File: src/core/amc_cfg.svh
/*
 holds the constants of the auto/manual output block: register offsets, field
 positions, reset values, value ranges and key hold times.
 assumes a 100 MHz clock; values are signed tenths of a percent.
*/
`ifndef AMC_CFG_SVH
`define AMC_CFG_SVH

`define AMC_CLK_HZ 100000000
`define AMC_MODE_HOLD_MS 3000
`define AMC_BACK_HOLD_MS 1000
`define AMC_FKEY_HOLD_MS 1000

// register byte offsets
`define AMC_REG_CTRL 12'h000
`define AMC_REG_MANUAL 12'h004
`define AMC_REG_INIT 12'h008
`define AMC_REG_LIMITS 12'h00C
`define AMC_REG_STATUS 12'h010
`define AMC_REG_RAMP 12'h014

// control field positions
`define AMC_CTRL_METHOD 0
`define AMC_CTRL_LIMIT 1
`define AMC_CTRL_HEATCOOL 2
`define AMC_CTRL_FKEY_AM 3
`define AMC_CTRL_EVENT_AM 4
`define AMC_CTRL_PID 5
`define AMC_CTRL_COMMIT 8

// status field positions
`define AMC_ST_MANUAL 0
`define AMC_ST_TUNE_ABORT 1
`define AMC_ST_RAMPING 2
`define AMC_ST_DIRTY 3

// ranges and reset values, tenths of a percent except the control register reset value
`define AMC_MV_MIN_STD 16'hFFCE
`define AMC_MV_MIN_HC 16'hFBE6
`define AMC_MV_MAX 16'h041A
`define AMC_INIT_RESET 16'h0000
`define AMC_UPPER_RESET 16'h03E8
`define AMC_LOWER_RESET 16'h0000
`define AMC_RAMP_RESET 16'h0001
`define AMC_CTRL_RESET 8'h20

`endif

File: src/core/amc_pkg.sv
/*
 holds the types of the auto/manual output block.
 assumes the constants header is included by the design file.
*/
package amc_pkg;
    typedef enum logic [1:0]
    {
        AMC_AUTO = 2'b00,
        AMC_MANUAL = 2'b01,
        AMC_BUMPLESS = 2'b10
    } amc_mode_t;

    typedef enum logic [1:0]
    {
        AMC_VIEW_OPERATION = 2'b00,
        AMC_VIEW_ADJUST = 2'b01,
        AMC_VIEW_AUTO_MANUAL = 2'b10,
        AMC_VIEW_MANUAL = 2'b11
    } amc_view_t;
endpackage : amc_pkg

File: src/core/amc_auto_manual.sv
/*
 auto/manual output selection of a process controller with an apb register port.
 assumes a 100 MHz clock, synchronous inputs, and that the mv held in the
 retained register survives power loss in a backed-up supply domain outside.
*/
// Notes on behaviour
// - in manual mode the output is the manual value, changes apply at once
// - manual entry starts from last output or stored initial value per method
// - after power cycle in manual mode, resume with the retained manual value
// - with limit enable on, manual value clamps to lower and upper mv limits
// - return to auto starts from held output and ramps toward auto value
// - manual value accepts -5.0..105.0, or -105.0..105.0 for heating/cooling
// - initial value defaults 0.0; method defaults hold; limit enable defaults off
// - mode key held 3 s on auto/manual view enters manual and manual view
// - in manual mode only the manual view can be shown
// - mode key held 1 s on manual view returns to auto and operation view
// - assigned function key held 1 s in adjust or operation enters manual
// - manual value drives the output even while control is stopped
// - entering manual aborts any running auto-tuning
// - a running set-point ramp continues in manual mode
// - an assigned event input enters manual on its rising edge and returns to auto on its falling edge
// - automatic display return is suppressed in manual mode
// - manual mode is available when pid control is configured
// - key edits reach the output before they are committed to storage
`timescale 1ns/100ps
`include "amc_cfg.svh"

module amc_auto_manual #(
    parameter int MODE_HOLD_CYCLES = `AMC_CLK_HZ / 1000 * `AMC_MODE_HOLD_MS,
    parameter int BACK_HOLD_CYCLES = `AMC_CLK_HZ / 1000 * `AMC_BACK_HOLD_MS,
    parameter int FKEY_HOLD_CYCLES = `AMC_CLK_HZ / 1000 * `AMC_FKEY_HOLD_MS
)(
    input wire logic clk,
    input wire logic rst_n,
    input wire logic clk_en,
    input wire logic psel,
    input wire logic penable,
    input wire logic pwrite,
    input wire logic [11:0] paddr,
    input wire logic [31:0] pwdata,
    output logic [31:0] prdata,
    output logic pready,
    output logic pslverr,
    input wire logic mode_key,
    input wire logic function_key,
    input wire logic up_key,
    input wire logic down_key,
    input wire logic event_input,
    input wire logic control_tick,
    input wire logic control_stopped,
    input wire logic [15:0] auto_mv,
    input wire logic [1:0] view_request,
    input wire logic tuning_active,
    input wire logic ramp_active,
    input wire logic [15:0] retained_mv,
    input wire logic retained_manual,
    output logic [15:0] mv_out,
    output logic manual_mode,
    output logic [1:0] view,
    output logic tune_abort,
    output logic ramp_continue,
    output logic display_return_enable,
    output logic store_request,
    output logic [15:0] store_mv
);
    amc_pkg::amc_mode_t mode_q;
    amc_pkg::amc_view_t view_q;
    logic [7:0] ctrl_q;
    logic [15:0] init_q;
    logic [15:0] upper_q;
    logic [15:0] lower_q;
    logic [15:0] ramp_q;
    logic [15:0] manual_q;
    logic [15:0] mv_q;
    logic dirty_q;
    logic boot_q;
    logic event_q;
    logic [31:0] mode_cnt_q;
    logic [31:0] fkey_cnt_q;
    logic mode_fired_q;
    logic fkey_fired_q;
    logic wr_en;
    logic enter_manual;
    logic leave_manual;
    logic is_manual;
    logic [15:0] entry_value;

    // clamp a signed value to a window
    function automatic logic [15:0] amc_clamp(input logic [15:0] v, input logic [15:0] lo,
                                              input logic [15:0] hi);
        if ($signed(v) < $signed(lo))
            amc_clamp = lo;
        else if ($signed(v) > $signed(hi))
            amc_clamp = hi;
        else
            amc_clamp = v;
    endfunction : amc_clamp

    // manual value range, then optional mv limits
    function automatic logic [15:0] amc_legal(input logic [15:0] v, input logic [7:0] c,
                                              input logic [15:0] lo, input logic [15:0] hi);
        logic [15:0] r;
        r = amc_clamp(v, c[`AMC_CTRL_HEATCOOL] ? `AMC_MV_MIN_HC : `AMC_MV_MIN_STD, `AMC_MV_MAX);
        if (c[`AMC_CTRL_LIMIT])
            r = amc_clamp(r, lo, hi);
        amc_legal = r;
    endfunction : amc_legal

    assign wr_en = clk_en && psel && penable && pwrite;
    assign is_manual = (mode_q == amc_pkg::AMC_MANUAL);

    // starting manual value by method
    assign entry_value = ctrl_q[`AMC_CTRL_METHOD] ? amc_legal(init_q, ctrl_q, lower_q, upper_q)
                                                  : amc_legal(mv_q, ctrl_q, lower_q, upper_q);

    // mode transitions from keys and event input
    always_comb
    begin
        enter_manual = 1'b0;
        leave_manual = 1'b0;
        if (ctrl_q[`AMC_CTRL_PID] && !is_manual)
        begin
            if (mode_cnt_q == 32'(MODE_HOLD_CYCLES - 1) && !mode_fired_q && view_q == amc_pkg::AMC_VIEW_AUTO_MANUAL)
                enter_manual = 1'b1;
            if (fkey_cnt_q == 32'(FKEY_HOLD_CYCLES - 1) && !fkey_fired_q && ctrl_q[`AMC_CTRL_FKEY_AM]
                && (view_q == amc_pkg::AMC_VIEW_OPERATION || view_q == amc_pkg::AMC_VIEW_ADJUST))
                enter_manual = 1'b1;
            if (ctrl_q[`AMC_CTRL_EVENT_AM] && event_input && !event_q)
                enter_manual = 1'b1;
        end
        if (is_manual)
        begin
            if (mode_cnt_q == 32'(BACK_HOLD_CYCLES - 1) && !mode_fired_q)
                leave_manual = 1'b1;
            if (ctrl_q[`AMC_CTRL_EVENT_AM] && !event_input && event_q)
                leave_manual = 1'b1;
        end
    end

    // key hold counters, one firing per press
    always_ff @(posedge clk)
    begin
        if (!rst_n)
        begin
            mode_cnt_q <= 32'h0000_0000;
            fkey_cnt_q <= 32'h0000_0000;
            mode_fired_q <= 1'b0;
            fkey_fired_q <= 1'b0;
            event_q <= 1'b0;
        end
        else if (clk_en)
        begin
            event_q <= event_input;
            if (!mode_key)
            begin
                mode_cnt_q <= 32'h0000_0000;
                mode_fired_q <= 1'b0;
            end
            else if (enter_manual || leave_manual)
                mode_fired_q <= 1'b1;
            else if (!mode_fired_q)
                mode_cnt_q <= mode_cnt_q + 32'h0000_0001;
            if (!function_key)
            begin
                fkey_cnt_q <= 32'h0000_0000;
                fkey_fired_q <= 1'b0;
            end
            else if (enter_manual)
                fkey_fired_q <= 1'b1;
            else if (!fkey_fired_q)
                fkey_cnt_q <= fkey_cnt_q + 32'h0000_0001;
        end
    end

    // mode state and manual value
    always_ff @(posedge clk)
    begin
        if (!rst_n)
        begin
            mode_q <= amc_pkg::AMC_AUTO;
            manual_q <= `AMC_INIT_RESET;
            boot_q <= 1'b1;
            dirty_q <= 1'b0;
        end
        else if (clk_en)
        begin
            boot_q <= 1'b0;
            if (boot_q)
            begin
                if (retained_manual)
                begin
                    mode_q <= amc_pkg::AMC_MANUAL;
                    manual_q <= retained_mv;
                end
            end
            else
            begin
                if (wr_en && paddr == `AMC_REG_CTRL && pwdata[`AMC_CTRL_COMMIT])
                    dirty_q <= 1'b0; // edits below win
                case (mode_q)
                    amc_pkg::AMC_AUTO, amc_pkg::AMC_BUMPLESS:
                    begin
                        if (enter_manual)
                        begin
                            mode_q <= amc_pkg::AMC_MANUAL;
                            manual_q <= entry_value;
                        end
                        else if (mode_q == amc_pkg::AMC_BUMPLESS && mv_q == auto_mv)
                            mode_q <= amc_pkg::AMC_AUTO;
                    end
                    amc_pkg::AMC_MANUAL:
                    begin
                        if (leave_manual)
                            mode_q <= amc_pkg::AMC_BUMPLESS;
                        else if (wr_en && paddr == `AMC_REG_MANUAL)
                        begin
                            manual_q <= amc_legal(pwdata[15:0], ctrl_q, lower_q, upper_q);
                            dirty_q <= 1'b1;
                        end
                        else if (up_key && !mode_key)
                        begin
                            manual_q <= amc_legal(manual_q + 16'h0001, ctrl_q, lower_q, upper_q);
                            dirty_q <= 1'b1;
                        end
                        else if (down_key && !mode_key)
                        begin
                            manual_q <= amc_legal(manual_q - 16'h0001, ctrl_q, lower_q, upper_q);
                            dirty_q <= 1'b1;
                        end
                        else
                            manual_q <= amc_legal(manual_q, ctrl_q, lower_q, upper_q);
                    end
                    default:
                        mode_q <= amc_pkg::AMC_AUTO;
                endcase
            end
        end
    end

    // output value: manual wins even when stopped, bumpless ramp on return
    always_ff @(posedge clk)
    begin
        if (!rst_n)
        begin
            mv_q <= `AMC_INIT_RESET;
        end
        else if (clk_en)
        begin
            if (is_manual)
                mv_q <= manual_q;
            else if (mode_q == amc_pkg::AMC_BUMPLESS)
            begin
                if (control_tick)
                begin
                    if ($signed(auto_mv) > $signed(mv_q) + $signed(ramp_q))
                        mv_q <= mv_q + ramp_q;
                    else if ($signed(auto_mv) < $signed(mv_q) - $signed(ramp_q))
                        mv_q <= mv_q - ramp_q;
                    else
                        mv_q <= auto_mv;
                end
            end
            else if (!control_stopped)
                mv_q <= auto_mv;
        end
    end

    // display level tracking
    always_ff @(posedge clk)
    begin
        if (!rst_n)
            view_q <= amc_pkg::AMC_VIEW_OPERATION;
        else if (clk_en)
        begin
            if (enter_manual || (boot_q && retained_manual))
                view_q <= amc_pkg::AMC_VIEW_MANUAL;
            else if (leave_manual)
                view_q <= amc_pkg::AMC_VIEW_OPERATION;
            else if (!is_manual)
                view_q <= amc_pkg::amc_view_t'(view_request);
            else
                view_q <= amc_pkg::AMC_VIEW_MANUAL;
        end
    end

    // configuration registers
    always_ff @(posedge clk)
    begin
        if (!rst_n)
        begin
            ctrl_q <= `AMC_CTRL_RESET;
            init_q <= `AMC_INIT_RESET;
            upper_q <= `AMC_UPPER_RESET;
            lower_q <= `AMC_LOWER_RESET;
            ramp_q <= `AMC_RAMP_RESET;
        end
        else if (wr_en)
        begin
            case (paddr)
                `AMC_REG_CTRL: ctrl_q <= pwdata[7:0];
                `AMC_REG_INIT: init_q <= amc_clamp(pwdata[15:0],
                    ctrl_q[`AMC_CTRL_HEATCOOL] ? `AMC_MV_MIN_HC : `AMC_MV_MIN_STD, `AMC_MV_MAX);
                `AMC_REG_LIMITS:
                begin
                    lower_q <= pwdata[15:0];
                    upper_q <= pwdata[31:16];
                end
                `AMC_REG_RAMP: ramp_q <= (pwdata[15:0] == 16'h0000) ? `AMC_RAMP_RESET : pwdata[15:0];
                default: ;
            endcase
        end
    end

    // apb read and answer
    always_ff @(posedge clk)
    begin
        if (!rst_n)
        begin
            prdata <= 32'h0000_0000;
            pready <= 1'b0;
            pslverr <= 1'b0;
        end
        else if (clk_en)
        begin
            pready <= psel && !penable;
            pslverr <= psel && !penable && !(paddr == `AMC_REG_CTRL || paddr == `AMC_REG_MANUAL
                || paddr == `AMC_REG_INIT || paddr == `AMC_REG_LIMITS || paddr == `AMC_REG_STATUS
                || paddr == `AMC_REG_RAMP);
            if (psel && !penable)
            begin
                case (paddr)
                    `AMC_REG_CTRL: prdata <= {24'h00_0000, ctrl_q};
                    `AMC_REG_MANUAL: prdata <= {16'h0000, manual_q};
                    `AMC_REG_INIT: prdata <= {16'h0000, init_q};
                    `AMC_REG_LIMITS: prdata <= {upper_q, lower_q};
                    `AMC_REG_STATUS: prdata <= {28'h000_0000, dirty_q, ramp_active && is_manual,
                                                tuning_active && is_manual, is_manual};
                    `AMC_REG_RAMP: prdata <= {16'h0000, ramp_q};
                    default: prdata <= 32'h0000_0000;
                endcase
            end
        end
    end

    // outputs to the rest of the controller
    always_ff @(posedge clk)
    begin
        if (!rst_n)
        begin
            mv_out <= `AMC_INIT_RESET;
            manual_mode <= 1'b0;
            view <= 2'b00;
            tune_abort <= 1'b0;
            ramp_continue <= 1'b0;
            display_return_enable <= 1'b1;
            store_request <= 1'b0;
            store_mv <= `AMC_INIT_RESET;
        end
        else if (clk_en)
        begin
            mv_out <= mv_q;
            manual_mode <= is_manual;
            view <= view_q;
            tune_abort <= is_manual && tuning_active;
            ramp_continue <= ramp_active;
            display_return_enable <= !is_manual;
            store_request <= wr_en && paddr == `AMC_REG_CTRL && pwdata[`AMC_CTRL_COMMIT] && dirty_q;
            store_mv <= manual_q;
        end
    end

    chk_manual_drives_out: assert property (@(posedge clk) disable iff (!rst_n)
        clk_en && is_manual && $past(clk_en) |=> mv_q == $past(manual_q))
        else $error("manual value not driven");
    chk_tune_abort_manual: assert property (@(posedge clk) disable iff (!rst_n)
        clk_en && is_manual && tuning_active |=> tune_abort || !clk_en)
        else $error("tuning not aborted");
    chk_return_disabled: assert property (@(posedge clk) disable iff (!rst_n)
        clk_en && is_manual |=> !display_return_enable || !clk_en)
        else $error("display return in manual");
    chk_manual_view_only: assert property (@(posedge clk) disable iff (!rst_n)
        clk_en && is_manual && !boot_q && !leave_manual |=> view_q == amc_pkg::AMC_VIEW_MANUAL || !clk_en)
        else $error("view left manual");
    chk_entry_on_key: assert property (@(posedge clk) disable iff (!rst_n)
        clk_en && enter_manual |=> mode_q == amc_pkg::AMC_MANUAL)
        else $error("entry missed");
    chk_leave_bumpless: assert property (@(posedge clk) disable iff (!rst_n)
        clk_en && leave_manual |=> mode_q == amc_pkg::AMC_BUMPLESS && mv_q == $past(mv_q))
        else $error("return not bumpless");
    chk_limit_clamp: assert property (@(posedge clk) disable iff (!rst_n)
        is_manual && ctrl_q[`AMC_CTRL_LIMIT] && $past(ctrl_q[`AMC_CTRL_LIMIT]) && !boot_q
        && $stable({manual_q, lower_q, upper_q}) && $signed(lower_q) <= $signed(upper_q)
        |-> $signed(manual_q) >= $signed(lower_q) && $signed(manual_q) <= $signed(upper_q))
        else $error("limit exceeded");
    chk_ramp_passes: assert property (@(posedge clk) disable iff (!rst_n)
        clk_en && ramp_active |=> ramp_continue || !clk_en)
        else $error("ramp dropped");
endmodule : amc_auto_manual

File: config.mk
export PLATFORM = sky130hd
export DESIGN_NAME = amc_auto_manual
export DESIGN_NICKNAME = d
export VERILOG_FILES = /design/src/core/amc_pkg.sv /design/src/core/amc_auto_manual.sv
export VERILOG_INCLUDE_DIRS = /design/src /design/src/core
export SDC_FILE = /design/constraint.sdc
export NUM_CORES = 1
export LEC_CHECK = 0
export ABC_AREA = 1
export ABC_CLOCK_PERIOD_IN_PS = 12600
export BUFFER_PORTS_ARGS = -buffer_cell sky130_fd_sc_hd__buf_2
export CELL_PAD_IN_SITES_DETAIL_PLACEMENT = 1
export CELL_PAD_IN_SITES_GLOBAL_PLACEMENT = 1
export CORE_UTILIZATION = 25
export DETAILED_ROUTE_END_ITERATION = 6
export HOLD_SLACK_MARGIN = 0.08
export PLACE_DENSITY = 0.57
export SLEW_MARGIN = 10
export SYNTH_ARGS = -nofsm -noshare
export SYNTH_HDL_FRONTEND = slang
export SYNTH_SLANG_ARGS = --single-unit
File: constraint.sdc
create_clock -name clk -period 12.6 [get_ports clk]
set_clock_uncertainty 0.2 [all_clocks]
set_input_delay 0.63 -clock clk [delete_from_list [all_inputs] [get_ports clk]]
set_output_delay 0.63 -clock clk [all_outputs]
set_load 0.1 [all_outputs]
==> flow_summary.ini <==
[place]
place.gp.congestion = 0.9525
portBuffers = 166
dp_hpwl_mm = 98.29
dp.cells = 5029

[cts]
post_cts_buffers = 0
cts_sinks = 250
cts_resized = 0
clock_latency_ns = 0.57
clock_tree.buffer_depth = 3
cts_tree = done
cts_hold_buf = 0
cts_buffers = 35
h-tree-depth = 2
clockRootBuffer = clkbuf_16
clk_pin_slew_ns = 0.06

[worst_setup_path]
start_kind = register
max_stage_delay_ns = 0.83
critPathSlowestCell = dfxtp_1
required_ns = 12.83
startpoint = manual_q[1]
cpMostUsedCell = nand2_1
r2r-end = manual_q[5]
path_class = register to register
r2r_cells = 34
regToRegStartpoint = manual_q[1]
reg2reg_setup_slack_ns = 5.51
endpoint = manual_q[5]
critPathArrivalTime_ns = 7.32
endpoint_kind = register
cp_max_fo = 17

[worst_hold_path]
hp-class = input pin to register

[synth]
seq_area_frac_synth_pct = 21.22
yosys.area.top_type_share_pct = 21.22
syn_area_um2 = 23590
async_flop_share_pct = 0
synth.distinct_cells = 65
yosys-top-cells-area = dfxtp_1, ha_1, nand2_1, a21oi_1, o21ai_0
synth_fp_nets = 4085
synth_edf_count = 0
ys_top_cells_by_count = nand2_1, a21oi_1, o21ai_0, inv_1, ha_1
ys.flop_type = dfxtp_1
synth_area_leader_cell = dfxtp_1
avgSynthCellArea_um2 = 6.341
synthCells = 3720
synth-warning-count = 0
yosysMostFrequentCell = nand2_1
ys_ff_latch = 250

[detailed_routing]
drt-wirelength-per-cell_um = 24.99
num_vias = 27590
avgViaCountPerCell = 5.417
dr.first_iter.drc_count = 2345
ant_nets = 0
drt_pass1_iterations = 5
drcViolationCount = 0
wirelength_mm = 127.2

[sta]
post-route-period-util_pct = 56.25
tightest_slew_ns = 1.218
period_minus_slack_ns = 7.088
setup_viol = 0
grt_setup_unrepaired = no
relSlewSlack_pct = 17.94
hold_viol_final = 0
slew_violations = 0
max_freq_ghz = 0.1411
setup_tns_ns = 0

[grt]
antenna_found_initial = 2
grt_pass1_vias = 26450
grt_overflow = 0
grt_use_total_pct = 25.93
grt_pass1_wl_mm = 183.7
grt_max_degree = 68

[status]
status = complete, no violations

[power]
p_leak_nw = 11.74
peakVddDrop_v = 0.00006868
p_per_area_nw_per_um2 = 124.6

[floorplanning]
dieArea_um2 = 95580
core_area_um2 = 93330
io_pins = 167
chipHeight_um = 309.2
die_w_um = 309.2
start_util_pct = 25.27
rows = 112

[final_layout]
fillers = 12020
final_nets = 4177
areaGrowthSynthToFinish_pct = 14.24
drive_gt1_share_pct = 9.278
stdcell_count = 5092

[job]
maxCapViolations = 0
-- cells in the final DEF (no fill, tap or decap), types with 15 or more instances in the layout --
cell,instances
a211oi_1,29
a21oi_1,439
buf_2,164
buf_4,59
clkbuf_16,36
dfxtp_1,249
ha_1,269
inv_1,382
nand2_1,782
nand3_1,235
nand4_1,72
nor2_1,253
nor3_1,77
nor4_1,28
o211ai_1,43
o21ai_0,391
o21ai_1,17
o21bai_1,15
o22ai_1,30
o31ai_1,15
xor2_1,41
-- cell families after synthesis --
| logic type | synth area share, % |
|---|---|
| xor+xnor | 2.048 |
| compound gates | 24.71 |
| simple gates | 28.12 |
| buf+inv | 9.468 |
| flops | 21.22 |
| fa+ha+maj | 14.44 |
-- area by class of cell --
cell class | instances | area [um2] | share of cell area, %
well taps | 1254 | 1569 | 5.823
clock inverters | 17 | 235.2 | 0.8729
repair buffers | 223 | 1264 | 4.690
flip-flops and latches | 250 | 5009 | 18.59
diodes | 1 | 2.502 | 0.009286
clock buffers | 45 | 984.7 | 3.654
multi-input cells | 2897 | 16360 | 60.72
inverters | 405 | 1521 | 5.646
-- routing by layer --
metal  share of wire (%)  track usage, %  wire (um)  vias up
met3                 7.3           4.131       9334      217
met2                  43           39.93      54430     1007
met5               0.010               0         13        -
li1                    -               -          -    12950
met1                  47           36.56      59210    13410
met4                 3.3           8.324       4234        2
-- flip-flops by register name, indices dropped and copies added, names as in the netlist, 2 cells and up --
name / flops
manual_q: 16
view_q: 2
ramp_q: 16
upper_q: 16
mode_cnt_q: 32
mv_out: 16
ctrl_q: 8
fkey_cnt_q: 32
init_q: 16
view: 2
prdata: 32
mv_q: 16
lower_q: 16
mode_q: 2
store_mv: 16
-- where the power goes --
group | total [mW] | switching [mW] | internal [mW]
Combinational | 1.42 | 1.01 | 0.411
Clock | 1.08 | 0.419 | 0.657
Sequential | 0.858 | 0.0442 | 0.814
-- metrics by stage --
stage	cell area, um2	power (mW)	utilization [%]	hold slack (ns)	setup slack (ns)
finish	26950	3.358	28.87	0.1257	5.512
global route	26940	3.553	28.87	0.1369	5.052
CTS	26940	3.357	28.87	0.1029	5.663
detailed placement	25720	2.269	27.56	0.2490	5.699
global placement	25720	2.257	27.56	0.2501	5.827
floorplan	23590	1.841	-	0.2227	7.637
-- worst min path at each step --
stage                        start        endpoint  slack, ns  cells after the start
finish                  pwdata[24]      upper_q[8]       0.13                      3
CTS                     pwdata[24]      upper_q[8]       0.10                      3
global route            pwdata[24]      upper_q[8]       0.14                      3
detailed placement  fkey_cnt_q[31]  fkey_cnt_q[31]       0.25                      1
floorplan           fkey_cnt_q[31]  fkey_cnt_q[31]       0.22                      1
global placement    fkey_cnt_q[31]  fkey_cnt_q[31]       0.25                      1
-- worst max-delay path, delay by kind of cell (launching register included) --
kind                       cells  cell delay [ns]
xor gates and xnor gates       1             0.40
AOI/OAI and AO/OA              6             1.37
buffers and inverters          5             1.03
adders and majority gates      3             0.86
DFF                            1             0.83
and+or+nand+nor               19             2.24
Power figures use the tool's default switching activity.
